File: config.mk
export PLATFORM = sky130hd
export DESIGN_NAME = i2c_target_framing
export DESIGN_NICKNAME = d
export VERILOG_FILES = /design/src/design/i2c_target_framing.v /design/src/design/i2c_byte_fifo.v
export VERILOG_INCLUDE_DIRS = /design/src /design/src/design
export SDC_FILE = /design/constraint.sdc
export NUM_CORES = 1
export LEC_CHECK = 0
export BUFFER_PORTS_ARGS = -buffer_cell sky130_fd_sc_hd__buf_2
export CAP_MARGIN = 20
export CORE_ASPECT_RATIO = 0.9
export CORE_MARGIN = 4
export CORE_UTILIZATION = 44
export CTS_BUF_LIST = sky130_fd_sc_hd__clkbuf_8
export DETAILED_ROUTE_END_ITERATION = 8
export PLACE_DENSITY = 0.64
export SKIP_CTS_REPAIR_TIMING = 1
export SYNTH_ARGS = -nofsm -noshare
export SYNTH_HDL_FRONTEND = slang
export SYNTH_SLANG_ARGS = --single-unit
File: constraint.sdc
create_clock -name core_clk -period 5.7 [get_ports core_clk]
set_input_delay 0.285 -clock core_clk [delete_from_list [all_inputs] [get_ports core_clk]]
set_output_delay 0.285 -clock core_clk [all_outputs]
set_load 0.02 [all_outputs]
File: src/design/i2c_target_defs.vh
// Constants for the I2C target byte framing block.
// Assumes inclusion by bare name from the design files.
`ifndef I2C_TARGET_DEFS_VH
`define I2C_TARGET_DEFS_VH
`define ADDR_BITS       7
`define DATA_BITS       8
`define BIT_CNT_W       4
`define ACK_SLOT        4'h8
`define FIFO_WIDTH      8
`define FIFO_DEPTH      16
`define FIFO_PTR_W      4
`define ST_IDLE         3'h0
`define ST_ADDR         3'h1
`define ST_ADDR_ACK     3'h2
`define ST_WR_DATA      3'h3
`define ST_WR_ACK       3'h4
`define ST_RD_DATA      3'h5
`define ST_RD_ACK       3'h6
`define ST_IGNORE       3'h7
`endif

File: src/design/i2c_target_framing.v
// I2C target: START/STOP detection, address match, byte framing, ACK,
// clock stretching. Written bytes pass a FIFO to the user side.
// Assumes SCL and SDA arrive as open-drain pins; oe low means drive low.
`include "i2c_target_defs.vh"
module i2c_target_framing (
    input  wire       core_clk,
    input  wire       rstn,
    input  wire       clk_en,
    input  wire [6:0] strap_addr,
    input  wire       scl_in,
    output reg        scl_out,
    output reg        scl_oe,
    input  wire       sda_in,
    output reg        sda_out,
    output reg        sda_oe,
    output reg        bus_busy,
    output reg        addressed,
    output reg        read_mode,
    output reg  [7:0] rx_data,
    output reg        rx_valid,
    input  wire       rx_ready,
    input  wire [7:0] tx_data,
    input  wire       tx_valid,
    output reg        tx_ready
);
    ////////////////////////////////////////////////////////////////////////
    // Pin synchronisers and edge detection
    reg        scl_m;
    reg        scl_s;
    reg        scl_d;
    reg        sda_m;
    reg        sda_s;
    reg        sda_d;
    wire       scl_rise;
    wire       scl_fall;
    wire       start_det;
    wire       stop_det;

    always @(posedge core_clk) begin
        if (!rstn) begin
            scl_m <= 1'b1;
            scl_s <= 1'b1;
            scl_d <= 1'b1;
            sda_m <= 1'b1;
            sda_s <= 1'b1;
            sda_d <= 1'b1;
        end else if (clk_en) begin
            scl_m <= scl_in;
            scl_s <= scl_m;
            scl_d <= scl_s;
            sda_m <= sda_in;
            sda_s <= sda_m;
            sda_d <= sda_s;
        end
    end

    assign scl_rise  = scl_s && !scl_d;
    assign scl_fall  = !scl_s && scl_d;
    assign start_det = scl_s && scl_d && sda_d && !sda_s;
    assign stop_det  = scl_s && scl_d && !sda_d && sda_s;

    ////////////////////////////////////////////////////////////////////////
    // Receive FIFO toward the user side
    reg        fifo_push;
    reg  [7:0] fifo_in;
    wire       fifo_in_ready;
    wire [7:0] fifo_out;
    wire       fifo_out_valid;
    wire       fifo_pop;

    assign fifo_pop = fifo_out_valid && (!rx_valid || rx_ready);

    i2c_byte_fifo #(
        .WIDTH (`FIFO_WIDTH),
        .DEPTH (`FIFO_DEPTH),
        .PTR_W (`FIFO_PTR_W)
    ) u_fifo (
        .core_clk  (core_clk),
        .rstn      (rstn),
        .clk_en    (clk_en),
        .in_data   (fifo_in),
        .in_valid  (fifo_push),
        .in_ready  (fifo_in_ready),
        .out_data  (fifo_out),
        .out_valid (fifo_out_valid),
        .out_ready (fifo_pop)
    );

    ////////////////////////////////////////////////////////////////////////
    // Byte framing state machine
    reg [2:0]            state;
    reg [3:0]            bit_cnt;
    reg [7:0]            shift;
    reg [7:0]            tx_shift;
    reg                  host_nack;
    reg                  stretch;

    always @(posedge core_clk) begin
        if (!rstn) begin
            state     <= `ST_IDLE;
            bit_cnt   <= 4'h0;
            shift     <= 8'h00;
            tx_shift  <= 8'hFF;
            host_nack <= 1'b0;
            stretch   <= 1'b0;
            bus_busy  <= 1'b0;
            addressed <= 1'b0;
            read_mode <= 1'b0;
            sda_out   <= 1'b0;
            sda_oe    <= 1'b1;
            scl_out   <= 1'b0;
            scl_oe    <= 1'b1;
            fifo_push <= 1'b0;
            fifo_in   <= 8'h00;
            tx_ready  <= 1'b0;
            rx_data   <= 8'h00;
            rx_valid  <= 1'b0;
        end else if (clk_en) begin
            fifo_push <= 1'b0;
            tx_ready  <= 1'b0;
            if (fifo_pop) begin
                rx_data  <= fifo_out;
                rx_valid <= 1'b1;
            end else if (rx_ready) begin
                rx_valid <= 1'b0;
            end
            if (start_det) begin
                bus_busy  <= 1'b1;
                state     <= `ST_ADDR;
                bit_cnt   <= 4'h0;
                addressed <= 1'b0;
                sda_oe    <= 1'b1;
                scl_oe    <= 1'b1;
                stretch   <= 1'b0;
            end else if (stop_det) begin
                bus_busy  <= 1'b0;
                state     <= `ST_IDLE;
                addressed <= 1'b0;
                sda_oe    <= 1'b1;
                scl_oe    <= 1'b1;
                stretch   <= 1'b0;
            end else begin
                // Stretch SCL low while no room or no byte to send
                if (stretch) begin
                    if (state == `ST_WR_DATA && fifo_in_ready) begin
                        stretch <= 1'b0;
                        scl_oe  <= 1'b1;
                    end else if (state == `ST_RD_DATA && tx_ready) begin
                        // Data bit settles a cycle before SCL is let go
                        stretch <= 1'b0;
                        scl_oe  <= 1'b1;
                    end else if (state == `ST_RD_DATA && tx_valid) begin
                        tx_shift <= {tx_data[6:0], 1'b1};
                        tx_ready <= 1'b1;
                        sda_oe   <= tx_data[7];
                    end
                end
                case (state)
                `ST_IDLE: begin
                    sda_oe <= 1'b1;
                end
                `ST_ADDR, `ST_WR_DATA: begin
                    if (scl_rise) begin
                        shift   <= {shift[6:0], sda_s};
                        bit_cnt <= bit_cnt + 4'h1;
                    end
                    if (scl_fall && bit_cnt == `ACK_SLOT) begin
                        bit_cnt <= 4'h0;
                        if (state == `ST_ADDR) begin
                            if (shift[7:1] == strap_addr) begin
                                addressed <= 1'b1;
                                read_mode <= shift[0];
                                sda_oe    <= 1'b0;
                                state     <= `ST_ADDR_ACK;
                            end else begin
                                state <= `ST_IGNORE;
                            end
                        end else begin
                            fifo_in   <= shift;
                            fifo_push <= 1'b1;
                            sda_oe    <= 1'b0;
                            state     <= `ST_WR_ACK;
                        end
                    end
                end
                `ST_ADDR_ACK, `ST_WR_ACK: begin
                    if (scl_fall) begin
                        sda_oe <= 1'b1;
                        if (read_mode) begin
                            state   <= `ST_RD_DATA;
                            stretch <= 1'b1;
                            scl_oe  <= 1'b0;
                        end else begin
                            state   <= `ST_WR_DATA;
                            if (!fifo_in_ready) begin
                                stretch <= 1'b1;
                                scl_oe  <= 1'b0;
                            end
                        end
                    end
                end
                `ST_RD_DATA: begin
                    if (scl_rise && !stretch)
                        bit_cnt <= bit_cnt + 4'h1;
                    if (scl_fall && !stretch) begin
                        if (bit_cnt == `ACK_SLOT) begin
                            sda_oe <= 1'b1;
                            state  <= `ST_RD_ACK;
                        end else begin
                            sda_oe   <= tx_shift[7];
                            tx_shift <= {tx_shift[6:0], 1'b1};
                        end
                    end
                end
                `ST_RD_ACK: begin
                    if (scl_rise)
                        host_nack <= sda_s;
                    if (scl_fall) begin
                        bit_cnt <= 4'h0;
                        if (host_nack) begin
                            state <= `ST_IGNORE;
                        end else begin
                            state   <= `ST_RD_DATA;
                            stretch <= 1'b1;
                            scl_oe  <= 1'b0;
                        end
                    end
                end
                default: begin
                    sda_oe <= 1'b1;
                end
                endcase
            end
        end
    end
endmodule

File: src/design/i2c_byte_fifo.v
// Byte FIFO with valid/ready on both sides.
// Assumes one clock, synchronous active-low reset and clock enable.
module i2c_byte_fifo #(
    parameter WIDTH = 8,
    parameter DEPTH = 16,
    parameter PTR_W = 4
) (
    input  wire             core_clk,
    input  wire             rstn,
    input  wire             clk_en,
    input  wire [WIDTH-1:0] in_data,
    input  wire             in_valid,
    output wire             in_ready,
    output wire [WIDTH-1:0] out_data,
    output wire             out_valid,
    input  wire             out_ready
);
    reg [WIDTH-1:0] mem [0:DEPTH-1];
    reg [PTR_W:0]   wr_ptr;
    reg [PTR_W:0]   rd_ptr;
    wire            full;
    wire            empty;

    assign full  = (wr_ptr[PTR_W] != rd_ptr[PTR_W]) &&
                   (wr_ptr[PTR_W-1:0] == rd_ptr[PTR_W-1:0]);
    assign empty = (wr_ptr == rd_ptr);
    assign in_ready  = !full;
    assign out_valid = !empty;
    assign out_data  = mem[rd_ptr[PTR_W-1:0]];

    always @(posedge core_clk) begin
        if (!rstn) begin
            wr_ptr <= {(PTR_W+1){1'b0}};
            rd_ptr <= {(PTR_W+1){1'b0}};
        end else if (clk_en) begin
            if (in_valid && !full) begin
                mem[wr_ptr[PTR_W-1:0]] <= in_data;
                wr_ptr <= wr_ptr + 1'b1;
            end
            if (out_ready && !empty)
                rd_ptr <= rd_ptr + 1'b1;
        end
    end
endmodule

# Yosys cells after proc, flatten, opt, wreduce, memory -nomap -nowiden

Memory sizes are Yosys's and may differ from the RTL's. A register that Yosys moved wholly into a read port is not among the register bits.
Index checks and enable logic that the tools add are counted.

Flip-flop bits (word level): 57
Bits of input ports: 22
Word-level logic and storage cells: 186
Memories kept: 1
Memory bits (writable): 128

Equal/unequal tests: 20
Bitwise logic cells: 3
$add $sub $neg: 3
Muxes and demuxes: 86
Reduce and logical (&&, ||, !) cells: 50

Memory list:

| name       | words | width | read ports | clocked after Yosys merged registers in | wr ports | line               | RTL |
|---|---|---|---|---|---|---|---|
| u_fifo.mem | 16    | 8     | 1          | 1                                       | 1        | i2c_byte_fifo.v:18 | `reg [WIDTH-1:0] mem [0:DEPTH-1];` |

Operators by type and width:

| kind                                          | count |
|---|---|
| two-way mux 1 bit                             | 57 |
| two-way mux 8 bit                             | 7 |
| two-way mux 3 bit                             | 10 |
| two-way mux 4 bit                             | 6 |
| logical AND 1 bit                             | 17 |
| != test 4 bit, second input constant          | 4 |
| AND reduction 5 bit                           | 3 |
| AND reduction 7 bit                           | 2 |
| one-hot mux 3 bit (4 select lines)            | 1 |
| one-hot mux 4 bit (3 select lines)            | 1 |
| AND reduction 6 bit                           | 2 |
| nonzero test 3 bit                            | 4 |
| adder 5 x 1 -> 5 bit, second input constant   | 2 |
| AND reduction 2 bit                           | 5 |
| == test 3 bit, second input constant          | 3 |
| zero test 1 bit                               | 9 |
| != test 4 x 3 -> 1 bit, second input constant | 2 |
| == test 7 bit                                 | 1 |
| == test 3 x 2 -> 1 bit, second input constant | 2 |
| nonzero test 6 bit                            | 1 |
| == test 5 bit                                 | 1 |
| adder 4 x 1 -> 4 bit, second input constant   | 1 |
| == test 4 bit                                 | 1 |
| == test 4 bit, second input constant          | 1 |
| 14 further kinds                              | 19 |

# Depth between registers and ports, before layout

Gate-level depths: netlist (run 1).

Depth after elaboration: 12
Mapped depth: 7
Gate-level depth less buffers: 7

# By module

From an unflattened synthesis (run 1), not the netlist that was laid out.

Cells, all modules: 597
Area, all modules: 8592.0 um^2

By module, submodules not included:

| module             | instances | cells each | area each (um^2) | sequential area each (um^2) |
|---|---|---|---|---|
| i2c_byte_fifo      | 1         | 287        | 5813.1           | 4124.0 |
| i2c_target_framing | 1         | 310        | 2778.9           | 1101.1 |

# Least setup slack after synthesis (run 1)

Ideal clock, no wire load.

Kind: register -> register
Start: register u_fifo.rd_ptr[0]
End: memory u_fifo.mem[2][0] (enable)
Stages on the path, launching flop included: 7
Data arrival time: 1.726 ns
Path buffers: 1
Library setup time: 0.373 ns
Data required time: 5.327 ns
Path slack: 3.600 ns
Period minus slack after synthesis: 2.100 ns
Path through: dfxtp_1 buf_6 xor2_1 nor4_4 a21oi_2 and2b_1 nor2b_1

Longest elaborated chain between the ends: 8

RTL lines:

| element                                 | line               | RTL |
|---|---|---|
| start: declaration                      | i2c_byte_fifo.v:20 | `reg [PTR_W:0] rd_ptr;` |
| start signal: assignment                | i2c_byte_fifo.v:34 | `rd_ptr <= {(PTR_W+1){1'b0}};` |
| start signal: assignment                | i2c_byte_fifo.v:41 | `rd_ptr <= rd_ptr + 1'b1;` |
| == test 4 bit                           | i2c_byte_fifo.v:25 | `(wr_ptr[PTR_W-1:0] == rd_ptr[PTR_W-1:0]);` |
| logical AND 1 bit                       | i2c_byte_fifo.v:24 | `assign full = (wr_ptr[PTR_W] != rd_ptr[PTR_W]) &&` |
| zero test 1 bit                         | i2c_byte_fifo.v:36 | `if (in_valid && !full) begin` |
| logical AND 1 bit                       | i2c_byte_fifo.v:36 |  |
| two-way mux 1 bit                       | i2c_byte_fifo.v:36 |  |
| two-way mux 1 bit                       | i2c_byte_fifo.v:35 | `end else if (clk_en) begin` |
| two-way mux 1 bit                       | i2c_byte_fifo.v:32 | `if (!rstn) begin` |
| two-way mux 1 bit (not written as such) | i2c_byte_fifo.v:37 | `mem[wr_ptr[PTR_W-1:0]] <= in_data;` |
| end: declaration                        | i2c_byte_fifo.v:18 |  |

Every way passes these cells.

# Worst setup path in the final report (run 1)

Start: register u_fifo.rd_ptr[0]
End: memory u_fifo.mem[8][1] (enable)

Same word-level chain as after synthesis.

==> results of run 1 <==
==> final timing paths <==
kind	slack, ps	cells past startpoint	startpoint	to
max reg2reg	2800	6	u_fifo.rd_ptr[0]	u_fifo.mem[8][1]
min reg2reg	470	2	rx_data[2]	rx_data[2]
max	2800	6	u_fifo.rd_ptr[0]	u_fifo.mem[8][1]
min	30	3	sda_in	sda_m
==> per-layer routing <==
layer,vias up,wire length [um]
li1,2262,-
met1,2410,7889
met2,204,8506
met3,20,1438
met4,0,255
met5,-,0
==> worst register-to-register path, delay by kind of cell (launching register included) <==
kind,cells,cell delay [ps]
compound gates,1,290
xor+xnor,1,300
buf+inv,1,520
flops,1,330
simple gates,3,1100
==> area by class of cell <==
cell class              instances  area share
clock inverters                14     0.01921
flip-flops and latches        193      0.5809
repair buffers                 39     0.02288
clock buffers                  18     0.02797
multi-input cells             340      0.3100
well taps                     240     0.03390
inverters                      12    0.005085
==> stage by stage <==
| step | utilization | instances | hold WS, ps | power [W] | instance area [um2] |
|---|---|---|---|---|---|
| final | 0.4965 | 856 | 30.76 | 0.002466 | 8859 |
| after global routing | 0.4965 | 856 | 5.621 | 0.002558 | 8859 |
| after CTS | 0.4965 | 856 | 11.50 | 0.002482 | 8859 |
| after detailed placement | 0.4731 | 824 | 438.2 | 0.001581 | 8441 |
| after global placement | 0.4731 | 824 | 442.6 | 0.001578 | 8441 |
| after floorplan | - | 580 | 413.4 | 0.001562 | 8117 |
==> sequential cells by signal, indices dropped and copies added, names as in the netlist, 3 cells and up <==
| register | cells |
|---|---|
| bit_cnt | 4 |
| rx_data | 8 |
| tx_shift | 8 |
| u_fifo.rd_ptr | 5 |
| fifo_in | 8 |
| u_fifo.mem | 128 |
| shift | 8 |
| state | 3 |
| u_fifo.wr_ptr | 5 |
==> cell usage after synthesis (5+ instances only) <==
library cell	count	area, um2
o22ai_1	16	100.1
a21oi_1	13	65.06
a221oi_1	9	78.83
nor2_1	46	172.7
inv_1	11	41.29
o21ai_0	6	30.03
a22o_1	8	70.07
nor3_1	8	40.04
edfxtp_1	128	3844
buf_4	5	37.54
clkbuf_1	12	45.04
buf_2	11	55.05
mux2i_1	30	300.3
nor2b_1	5	31.28
ha_1	7	87.58
and3_1	10	62.56
mux4_2	32	720.7
nand4_1	6	37.54
xor2_1	13	113.9
nand3_1	10	50.05
nand2_1	48	180.2
dfxtp_1	65	1301
xnor2_1	8	70.07
a2bb2oi_1	8	70.07
==> layout by cell type (no fill, tap or decap), types with 3 or more instances in the layout <==
master / n
nand2_1: 48
nand4_1: 6
buf_4: 3
a2bb2oi_1: 8
clkinv_4: 3
o211a_1: 3
nand3_1: 10
and3b_1: 4
ha_1: 7
mux2i_1: 30
nand2b_1: 3
clkbuf_8: 18
xnor2_1: 8
inv_6: 4
inv_1: 11
buf_2: 36
and2_1: 3
and3_1: 10
nand4b_1: 3
nor2_1: 46
o31ai_1: 4
nor3_1: 8
edfxtp_1: 128
o22ai_1: 16
o211ai_1: 3
a21oi_1: 13
o21ai_0: 6
a22o_1: 8
dfxtp_1: 64
a221oi_1: 9
xor2_1: 13
mux4_2: 32
nor2b_1: 5
==> kinds of logic after synthesis <==
family,count (synthesis)
mux,63
compound gates,90
other cells,1
fa+ha+maj,7
flops,193
simple gates,157
buf+inv,47
xor+xnor,21
==> power by group through the flow <==
stage | sequential (W) | combinational, W | clock, W
floorplan | 0.00151 | 0.0000501 | 0
finish | 0.00149 | 0.0000649 | 0.000916
detailed placement | 0.00152 | 0.0000636 | 0
global placement | 0.00152 | 0.0000614 | 0
CTS | 0.00148 | 0.0000641 | 0.000933
global route | 0.00149 | 0.0000713 | 0.00100
==> results by group, run 1 <==
Outcome
  • Status: finished, final reports clean

Yosys
  • Syn Inst Count: 579
  • Syn Area/Cell: 14.01 um2
  • Post-synthesis register bit count: 193
  • Post-synthesis xor/xnor area fraction: 0.02267
  • Synthesized area: 0.008113 mm2
  • Post-synthesis cell type count: 59
  • Post-synth EDFFs: 128
  • Ys flop type: edfxtp_1
  • Post-synthesis compound-gate area fraction: 0.08205
  • Asr flop ratio synth: 0
  • YS warnings: 0
  • Multiplexer share of the synthesized area: 0.1272
  • Simple-gate area share of the yosys netlist: 0.09485
  • Synth Area in Adders: 0.01080
  • Main combinational cell family by area after synthesis: multiplexers
  • Register area share after synthesis: 0.6342

Power
  • Internal power: 0.001918 W
  • Sequential Power Share: 0.602
  • Leak: 3.289 nW
  • Switch share: 0.2223
  • Worst VDD drop: 0.0001492 V
  • Switch Pwr: 0.0005483 W
  • Share of total power in the clock network: 0.371
  • Logic gate share of total power: 0.026
  • PwrDens: 278.4 mW/mm2

STA
  • Final Max Slew Viols: 0
  • Tmin final: 2902 ps
  • Worst Tran Pin Value: 903.9 ps
  • Final hold vios: 0
  • Max Fclk: 344.6 MHz
  • Final Setup Violations: 0
  • Fin crit share: 0.5091
  • Worst setup slack after layout: 2798 ps
  • TNS Setup: 0 ps
  • RSZ-0062 raised after global routing: no
  • Setup Skew: 21.07 ps
  • Slew Limit Headroom: 0.3974

Cells and area
  • Area grow syn2layout: 9.192%
  • Layout net count: 632
  • Multi-input gate area: 0.002746 mm2
  • ANT cells: 0
  • Register area: 0.005146 mm2
  • Fill count: 1526
  • Layout cells sized above 1: 0.1802

Clocking
  • Longest Clk Path Bufs: 2
  • Reg clk slew, reported paths: 110 ps
  • CTS tree: yes
  • Worst-Skew Late Latency: 470 ps
  • Clock buffer count from CTS: 17
  • # clock sinks: 193
  • CTS H-tree depth: 4
  • CTS Root Cell: clkbuf_8

GRT
  • Initial antenna violation count: 0
  • Total track usage: 0.1822
  • First-pass GRT wire length: 27760 um
  • Met1 global-route usage: 0.2596
  • Met2 usage: 0.2787
  • Met3 usage: 0.04834
  • Grt ovf: 0
  • Layer carrying the most global-route usage: met2
  • Vias in the first global route: 4751
  • Largest net degree at the start of global routing: 39

Placement
  • Routability congestion estimate from global placement: 0.8862
  • PortBufs: 36
  • Dpl hpwl: 12250 um
  • Setup WS pre-CTS: 2798 ps

Routing
  • Final wirelength: 18090 um
  • Routed length per instance: 21.13 um
  • Iteration-0 DRC Markers: 537
  • Vias per cell: 5.720
  • Routed vias: 4896
  • First-pass DRT Iterations: 5
  • Drc violations: 0
  • Antenna Nets Post-Route: 0

Setup path
  • Crit-path max FO: 36
  • Critical path class: reg -> reg
  • CP max stage delay: 620 ps
  • Worst EP required: 5800 ps
  • Slowest library cell on the worst path: nor2_1
  • CP Buf/Inv Count: 1
  • Critical Path End Type: flop
  • Family with the most delay on the worst path: simple AND/OR/NAND/NOR gates
  • CP Launch Type: flop
  • Worst path cell trace: buf_4 > xor2_1 > nor4_4 > a21oi_2 > nand2_1 > nor2_1
  • Worst EP arrival: 3000 ps

Die
  • Die Y: 136.8 um
  • Core box area: 0.01784 mm2
  • Starting Density: 0.4547
  • Row Count: 46
  • Die X: 151.1 um
  • # IOs: 39
  • Die ar.: 0.02068 mm2

Min path
  • Worst Hold Class: in -> reg

Flow run
  • Max-cap violations: 0
No activity file was read; power rests on OpenSTA's default activity.
==> inputs of run 2 (changes only) <==
--- a/config.mk
+++ b/config.mk
@@ -6,6 +6,7 @@
 export SDC_FILE = /design/constraint.sdc
 export NUM_CORES = 1
 export LEC_CHECK = 0
+export ABC_AREA = 1
 export BUFFER_PORTS_ARGS = -buffer_cell sky130_fd_sc_hd__buf_2
 export CAP_MARGIN = 20
 export CORE_ASPECT_RATIO = 0.9
==> constraint.sdc (replaced) <==
create_clock -name core_clk -period 2.7 [get_ports core_clk]
set_input_delay 0.135 -clock core_clk [delete_from_list [all_inputs] [get_ports core_clk]]
set_output_delay 0.135 -clock core_clk [all_outputs]
set_load 0.02 [all_outputs]
==> run 2 against run 1 <==
  * Critical path depth rose by 3
  * Power rose by 130%
  * Combinational power rose to 11 times the previous value
  * Count of clock-buffer cells in the layout fell by 1
  * Clock power rose by 83%
  * Die area rose by 3.9%
  * Sequential power rose by 120%
  * Setup slack got worse by 2400 ps
  * Maximum frequency rose by 24%
  * Wire length rose by 12%
  * Hold slack improved by 20 ps
  * Largest power group unchanged
==> results by group, run 2 <==
Outcome
  • Status: finished, final reports clean

Cells and area
  • Max reg flops: 128
  • Area grow syn2layout: 9.910%
  • Most common cell after layout, fill and taps aside: nor2_1
  • Layout net count: 946
  • Final Cell Area: 0.009284 mm2
  • Layout cells sized above 1: 0.1366
  • Most frequent cells in the layout: nor2_1, nand2_1, edfxtp_1
  • ANT cells: 0

Yosys
  • Post-synthesis cell type count: 46
  • Synth top area share: 0.4550
  • Post-synth EDFFs: 128
  • Post-synthesis register bit count: 193
  • Syn Inst Count: 876
  • Syn Area/Cell: 9.643 um2
  • Synth cell count leaders: nor2_1, nand2_1, edfxtp_1
  • Post-synth top area cell: edfxtp_1
  • Ys flop type: edfxtp_1
  • Register area share after synthesis: 0.6091
  • YS warnings: 0
  • Synthesized area: 0.008447 mm2
  • Top post-synthesis cells by area: edfxtp_1, dfxtp_1, o21ai_0
  • Count leader, synth: nor2_1
  • Asr flop ratio synth: 0

GRT
  • Met3 usage: 0.03819
  • Total track usage: 0.1902
  • Initial antenna violation count: 0
  • Met2 usage: 0.2861
  • Layer carrying the most global-route usage: met1
  • First-pass GRT wire length: 32050 um
  • Met1 global-route usage: 0.2868
  • Vias in the first global route: 5798
  • Grt ovf: 0
  • Largest net degree at the start of global routing: 67

Setup path
  • Crit-path max FO: 8
  • Critical path class: reg -> reg
  • Worst EP required: 2790 ps
  • Critical Path End Type: flop
  • CP Launch Type: flop
  • Worst EP arrival: 2430 ps

Power
  • Switch Pwr: 0.001586 W
  • Sequential Power Share: 0.572
  • Share of total power in the clock network: 0.298
  • PwrDens: 607.2 mW/mm2
  • Logic gate share of total power: 0.130
  • Leak: 3.574 nW
  • Internal power: 0.004051 W
  • Worst VDD drop: 0.0003102 V
  • Switch share: 0.2813

Min path
  • Worst Hold Class: in -> reg

Routing
  • Final wirelength: 20310 um
  • First-pass DRT Iterations: 6
  • Routed vias: 6242
  • Vias per cell: 5.312
  • Drc violations: 0
  • Iteration-0 DRC Markers: 808
  • Routed length per instance: 17.28 um
  • Antenna Nets Post-Route: 0

Clocking
  • # clock sinks: 193
  • Worst-Skew Late Latency: 460 ps
  • CTS H-tree depth: 4
  • Longest Clk Path Bufs: 2
  • Clock buffer count from CTS: 17
  • CTS Root Cell: clkbuf_8
  • CTS tree: yes
  • Reg clk slew, reported paths: 100 ps

Die
  • Die X: 154.1 um
  • # IOs: 39
  • Starting Density: 0.4531
  • Die ar.: 0.02148 mm2
  • Die Y: 139.4 um
  • Core box area: 0.01864 mm2
  • Row Count: 47

STA
  • Worst Tran Pin Value: 1078 ps
  • Final Max Slew Viols: 0
  • Final Setup Violations: 0
  • Final hold vios: 0
  • Fin crit share: 0.8651
  • Setup Skew: 14.68 ps
  • RSZ-0062 raised after global routing: no
  • Slew Limit Headroom: 0.2758
  • Tmin final: 2336 ps
  • TNS Setup: 0 ps
  • Max Fclk: 428.1 MHz

Placement
  • PortBufs: 36
  • Dpl hpwl: 13280 um
  • Routability congestion estimate from global placement: 0.8694
  • Placement Cell Area: 0.008904 mm2

Flow run
  • Max-cap violations: 0
[run 2: changes by cell type in the layout (fill, tap and decap cells not counted), sizes merged, moves of 11 or more]
cell   change
mux2i     -30
inv       +65
mux4      -32
nand2     +95
xor2      -11
nor2     +103
nand3     +22
a21oi     +31
o21ai    +112
buf       +17
[run 2: logic make-up after synthesis]
kind of cell               after synthesis  share of synthesized area
and+or+nand+nor                        344                     0.1815
buffers and inverters                  117                    0.05718
adders and majority gates                7                    0.01037
xor gates and xnor gates                 4                   0.004148
AOI/OAI and AO/OA                      210                     0.1373
DFF                                    193                     0.6091
other                                    1                  0.0004440
[run 2: through the flow]
step	hold slack [ps]	util	cells	total power (W)	worst slack, ps
final	50.39	0.4980	1175	0.005637	364.2
after detailed placement	350.8	0.4776	1139	0.004014	354.7
after CTS	-150.1	0.4963	1171	0.005671	349.6
after global placement	350.0	0.4776	1139	0.004015	453.5
after floorplan	261.3	-	877	0.003834	697.3
after global routing	33.11	0.4980	1175	0.005910	150.8
[run 2: power groups by stage]
stage	sequential (W)	clock, W	combinational (W)
after floorplan	0.00329	0	0.000541
after global placement	0.00329	0	0.000724
after detailed placement	0.00329	0	0.000723
after CTS	0.00322	0.00172	0.000726
after global routing	0.00323	0.00185	0.000826
final	0.00322	0.00168	0.000732
[run 2: path summary, 6_finish.rpt]
kind / startpoint / endpoint / slack (ps) / cells after the start
max: u_fifo.wr_ptr[1] / u_fifo.mem[3][6] / 360 / 9
min reg2reg: tx_shift[0] / tx_shift[0] / 460 / 2
min: tx_data[1] / tx_shift[2] / 50 / 4
max reg2reg: u_fifo.wr_ptr[1] / u_fifo.mem[3][6] / 360 / 9
[run 2: final cells by class]
class / instances / area, um2
fillers: 1673 / 9358
inverters: 79 / 305.3
multi-input cells: 567 / 2823
clock buffers: 17 / 234.0
clock inverters: 15 / 113.9
flip-flops and latches: 193 / 5146
repair buffers: 59 / 355.3
well taps: 245 / 306.5
[run 2: metal layers]
metal,part of all wire,vias up,wire [um]
met2,0.44,245,9008
met1,0.47,2907,9557
met4,0.010,0,208
met5,0,-,0
li1,-,3073,-
met3,0.075,17,1533
[run 2: worst max-delay path, stage by stage (launching register included)]
cell     delay, ps
dfxtp_1        370
inv_1          140
nand2_1         60
nand2_1         60
nor2_1          50
nand3_1        110
nand2_2         90
inv_1          130
nand2_2        110
nor3_1         840
==> inputs of run 3 (changes only) <==
--- a/config.mk
+++ b/config.mk
@@ -14,6 +14,7 @@
 export CORE_UTILIZATION = 44
 export CTS_BUF_LIST = sky130_fd_sc_hd__clkbuf_8
 export DETAILED_ROUTE_END_ITERATION = 8
+export MAX_ROUTING_LAYER = met4
 export PLACE_DENSITY = 0.64
 export SKIP_CTS_REPAIR_TIMING = 1
 export SYNTH_ARGS = -nofsm -noshare
==> run 3 against run 2 <==
  * Die area is the same
  * Register-to-register slack is essentially flat
  * Sequential power is essentially flat
  * Cell area is the same
  * Combinational power is essentially flat
  * First-iteration DRC count shrank 8.8%
  * Maximum frequency is essentially flat
  * Global-route usage grew 0.59 points
  * Non-clock buffer count is the same
  * Clock skew grew 1.2 ps
==> results by group, run 3 (same netlist as run 2, synthesis figures left out) <==
Power
  • Worst VDD drop: 0.0003096 V
  • Logic gate share of total power: 0.130
  • Sequential Power Share: 0.571
  • Switch Pwr: 0.001592 W
  • Leak: 3.574 nW
  • Switch share: 0.2821
  • Internal power: 0.004052 W
  • Share of total power in the clock network: 0.299
  • PwrDens: 607.9 mW/mm2

Cells and area
  • Max reg flops: 128
  • Most frequent cells in the layout: nor2_1, nand2_1, edfxtp_1
  • ANT cells: 0
  • Layout net count: 946
  • Area grow syn2layout: 9.910%
  • Layout cells sized above 1: 0.1366
  • Most common cell after layout, fill and taps aside: nor2_1
  • Post-Layout Cell Count: 1175

Setup path
  • Critical path depth: 9
  • CP Launch Type: flop
  • CP max stage delay: 840 ps
  • Slowest library cell on the worst path: nor3_1
  • Critical path class: reg -> reg
  • CP Buf/Inv Count: 2
  • Register-to-Register Path Depth: 9
  • Worst path cell trace: inv_1 > nand2_1 > nand2_1 > nor2_1 > nand3_1 > nand2_2 > inv_1 > nand2_2 > nor3_1
  • Crit-path max FO: 8
  • Worst EP arrival: 2430 ps
  • Critical Path End Type: flop
  • Family with the most delay on the worst path: simple AND/OR/NAND/NOR gates
  • Worst EP required: 2790 ps

Routing
  • Iteration-0 DRC Markers: 737
  • Drc violations: 0
  • Routed length per instance: 17.34 um
  • First-pass DRT Iterations: 6
  • Routed vias: 6289
  • Vias per cell: 5.352
  • Final wirelength: 20380 um
  • Antenna Nets Post-Route: 0

Clocking
  • Longest Clk Path Bufs: 2
  • CTS tree: yes
  • Clock buffer count from CTS: 17
  • CTS Root Cell: clkbuf_8
  • CTS H-tree depth: 4
  • Reg clk slew, reported paths: 100 ps
  • # clock sinks: 193
  • Worst-Skew Late Latency: 460 ps

GRT
  • Total track usage: 0.1960
  • Initial antenna violation count: 0
  • Largest net degree at the start of global routing: 67
  • Vias in the first global route: 5792
  • Grt ovf: 0
  • First-pass GRT wire length: 32070 um

Flow run
  • Max-cap violations: 0

STA
  • Max Fclk: 428.4 MHz
  • Final Max Slew Viols: 0
  • Final hold vios: 0
  • Hold slack final: 54.17 ps
  • Worst Tran Pin Value: 1079 ps
  • Fin crit share: 0.8646
  • Tmin final: 2334 ps
  • RSZ-0062 raised after global routing: no
  • Final Setup Violations: 0
  • Setup Skew: 15.87 ps
  • TNS Setup: 0 ps
  • Worst setup slack after layout: 365.7 ps
  • Slew Limit Headroom: 0.2753

Die
  • Die X: 154.1 um
  • Starting Density: 0.4531
  • Core box area: 0.01864 mm2
  • # IOs: 39
  • Die ar.: 0.02148 mm2
  • Die Y: 139.4 um
  • Row Count: 47

Placement
  • PortBufs: 36
  • Routability congestion estimate from global placement: 0.8836
  • Dpl hpwl: 13280 um
  • Placed Cells: 1139
  • Setup WS pre-CTS: 354.7 ps

Min path
  • Worst Hold Class: in -> reg
  • WHS Path Cells: 4

Outcome
  • Status: finished, final reports clean
-- run 3: cell counts in the layout (fill, tap and decap cells not counted) --
No cell type changed its count.
-- run 3: power by group through the flow --
| stage | registers [W] | logic, W | clock network, W |
|---|---|---|---|
| 2_1_floorplan | 0.00329 | 0.000541 | 0 |
| 3_3_place_gp | 0.00329 | 0.000724 | 0 |
| 3_5_place_dp | 0.00329 | 0.000723 | 0 |
| 4_1_cts | 0.00322 | 0.000726 | 0.00172 |
| 5_1_grt | 0.00323 | 0.000826 | 0.00185 |
| 6_report | 0.00322 | 0.000732 | 0.00169 |
-- run 3: final timing paths --
path	to	from	slack (ps)
min reg2reg	tx_shift[0]	tx_shift[0]	460
min	rx_valid	rx_ready	50
max	u_fifo.mem[3][6]	u_fifo.wr_ptr[1]	370
max reg2reg	u_fifo.mem[3][6]	u_fifo.wr_ptr[1]	370
-- run 3: layout make-up --
| cell class | count | area (um2) |
|---|---|---|
| fillers | 1673 | 9358 |
| multi-input cells | 567 | 2823 |
| clock inverters | 15 | 113.9 |
| well taps | 245 | 306.5 |
| inverters | 79 | 305.3 |
| repair buffers | 59 | 355.3 |
| clock buffers | 17 | 234.0 |
| flip-flops and latches | 193 | 5146 |
-- run 3: metrics by stage --
stage	utilization	instance area, um2	total power, W
final	0.4980	9284	0.005644
after global routing	0.4980	9284	0.005912
after CTS	0.4963	9251	0.005671
after detailed placement	0.4776	8904	0.004014
after global placement	0.4776	8904	0.004015
after floorplan	-	8451	0.003834
-- run 3: worst register-to-register path, stage by stage, from the launching register on --
cell     delay [ps]
dfxtp_1         370
inv_1           140
nand2_1          60
nand2_1          60
nor2_1           50
nand3_1         110
nand2_2          90
inv_1           130
nand2_2         110
nor3_1          840
-- run 3: metal layers --
metal	vias up	global-route usage	share of wire
met5	-	-	0
met4	0	0.04043	0.0095
met3	18	0.03819	0.078
met2	261	0.2858	0.45
met1	2938	0.2874	0.47
li1	3072	-	-
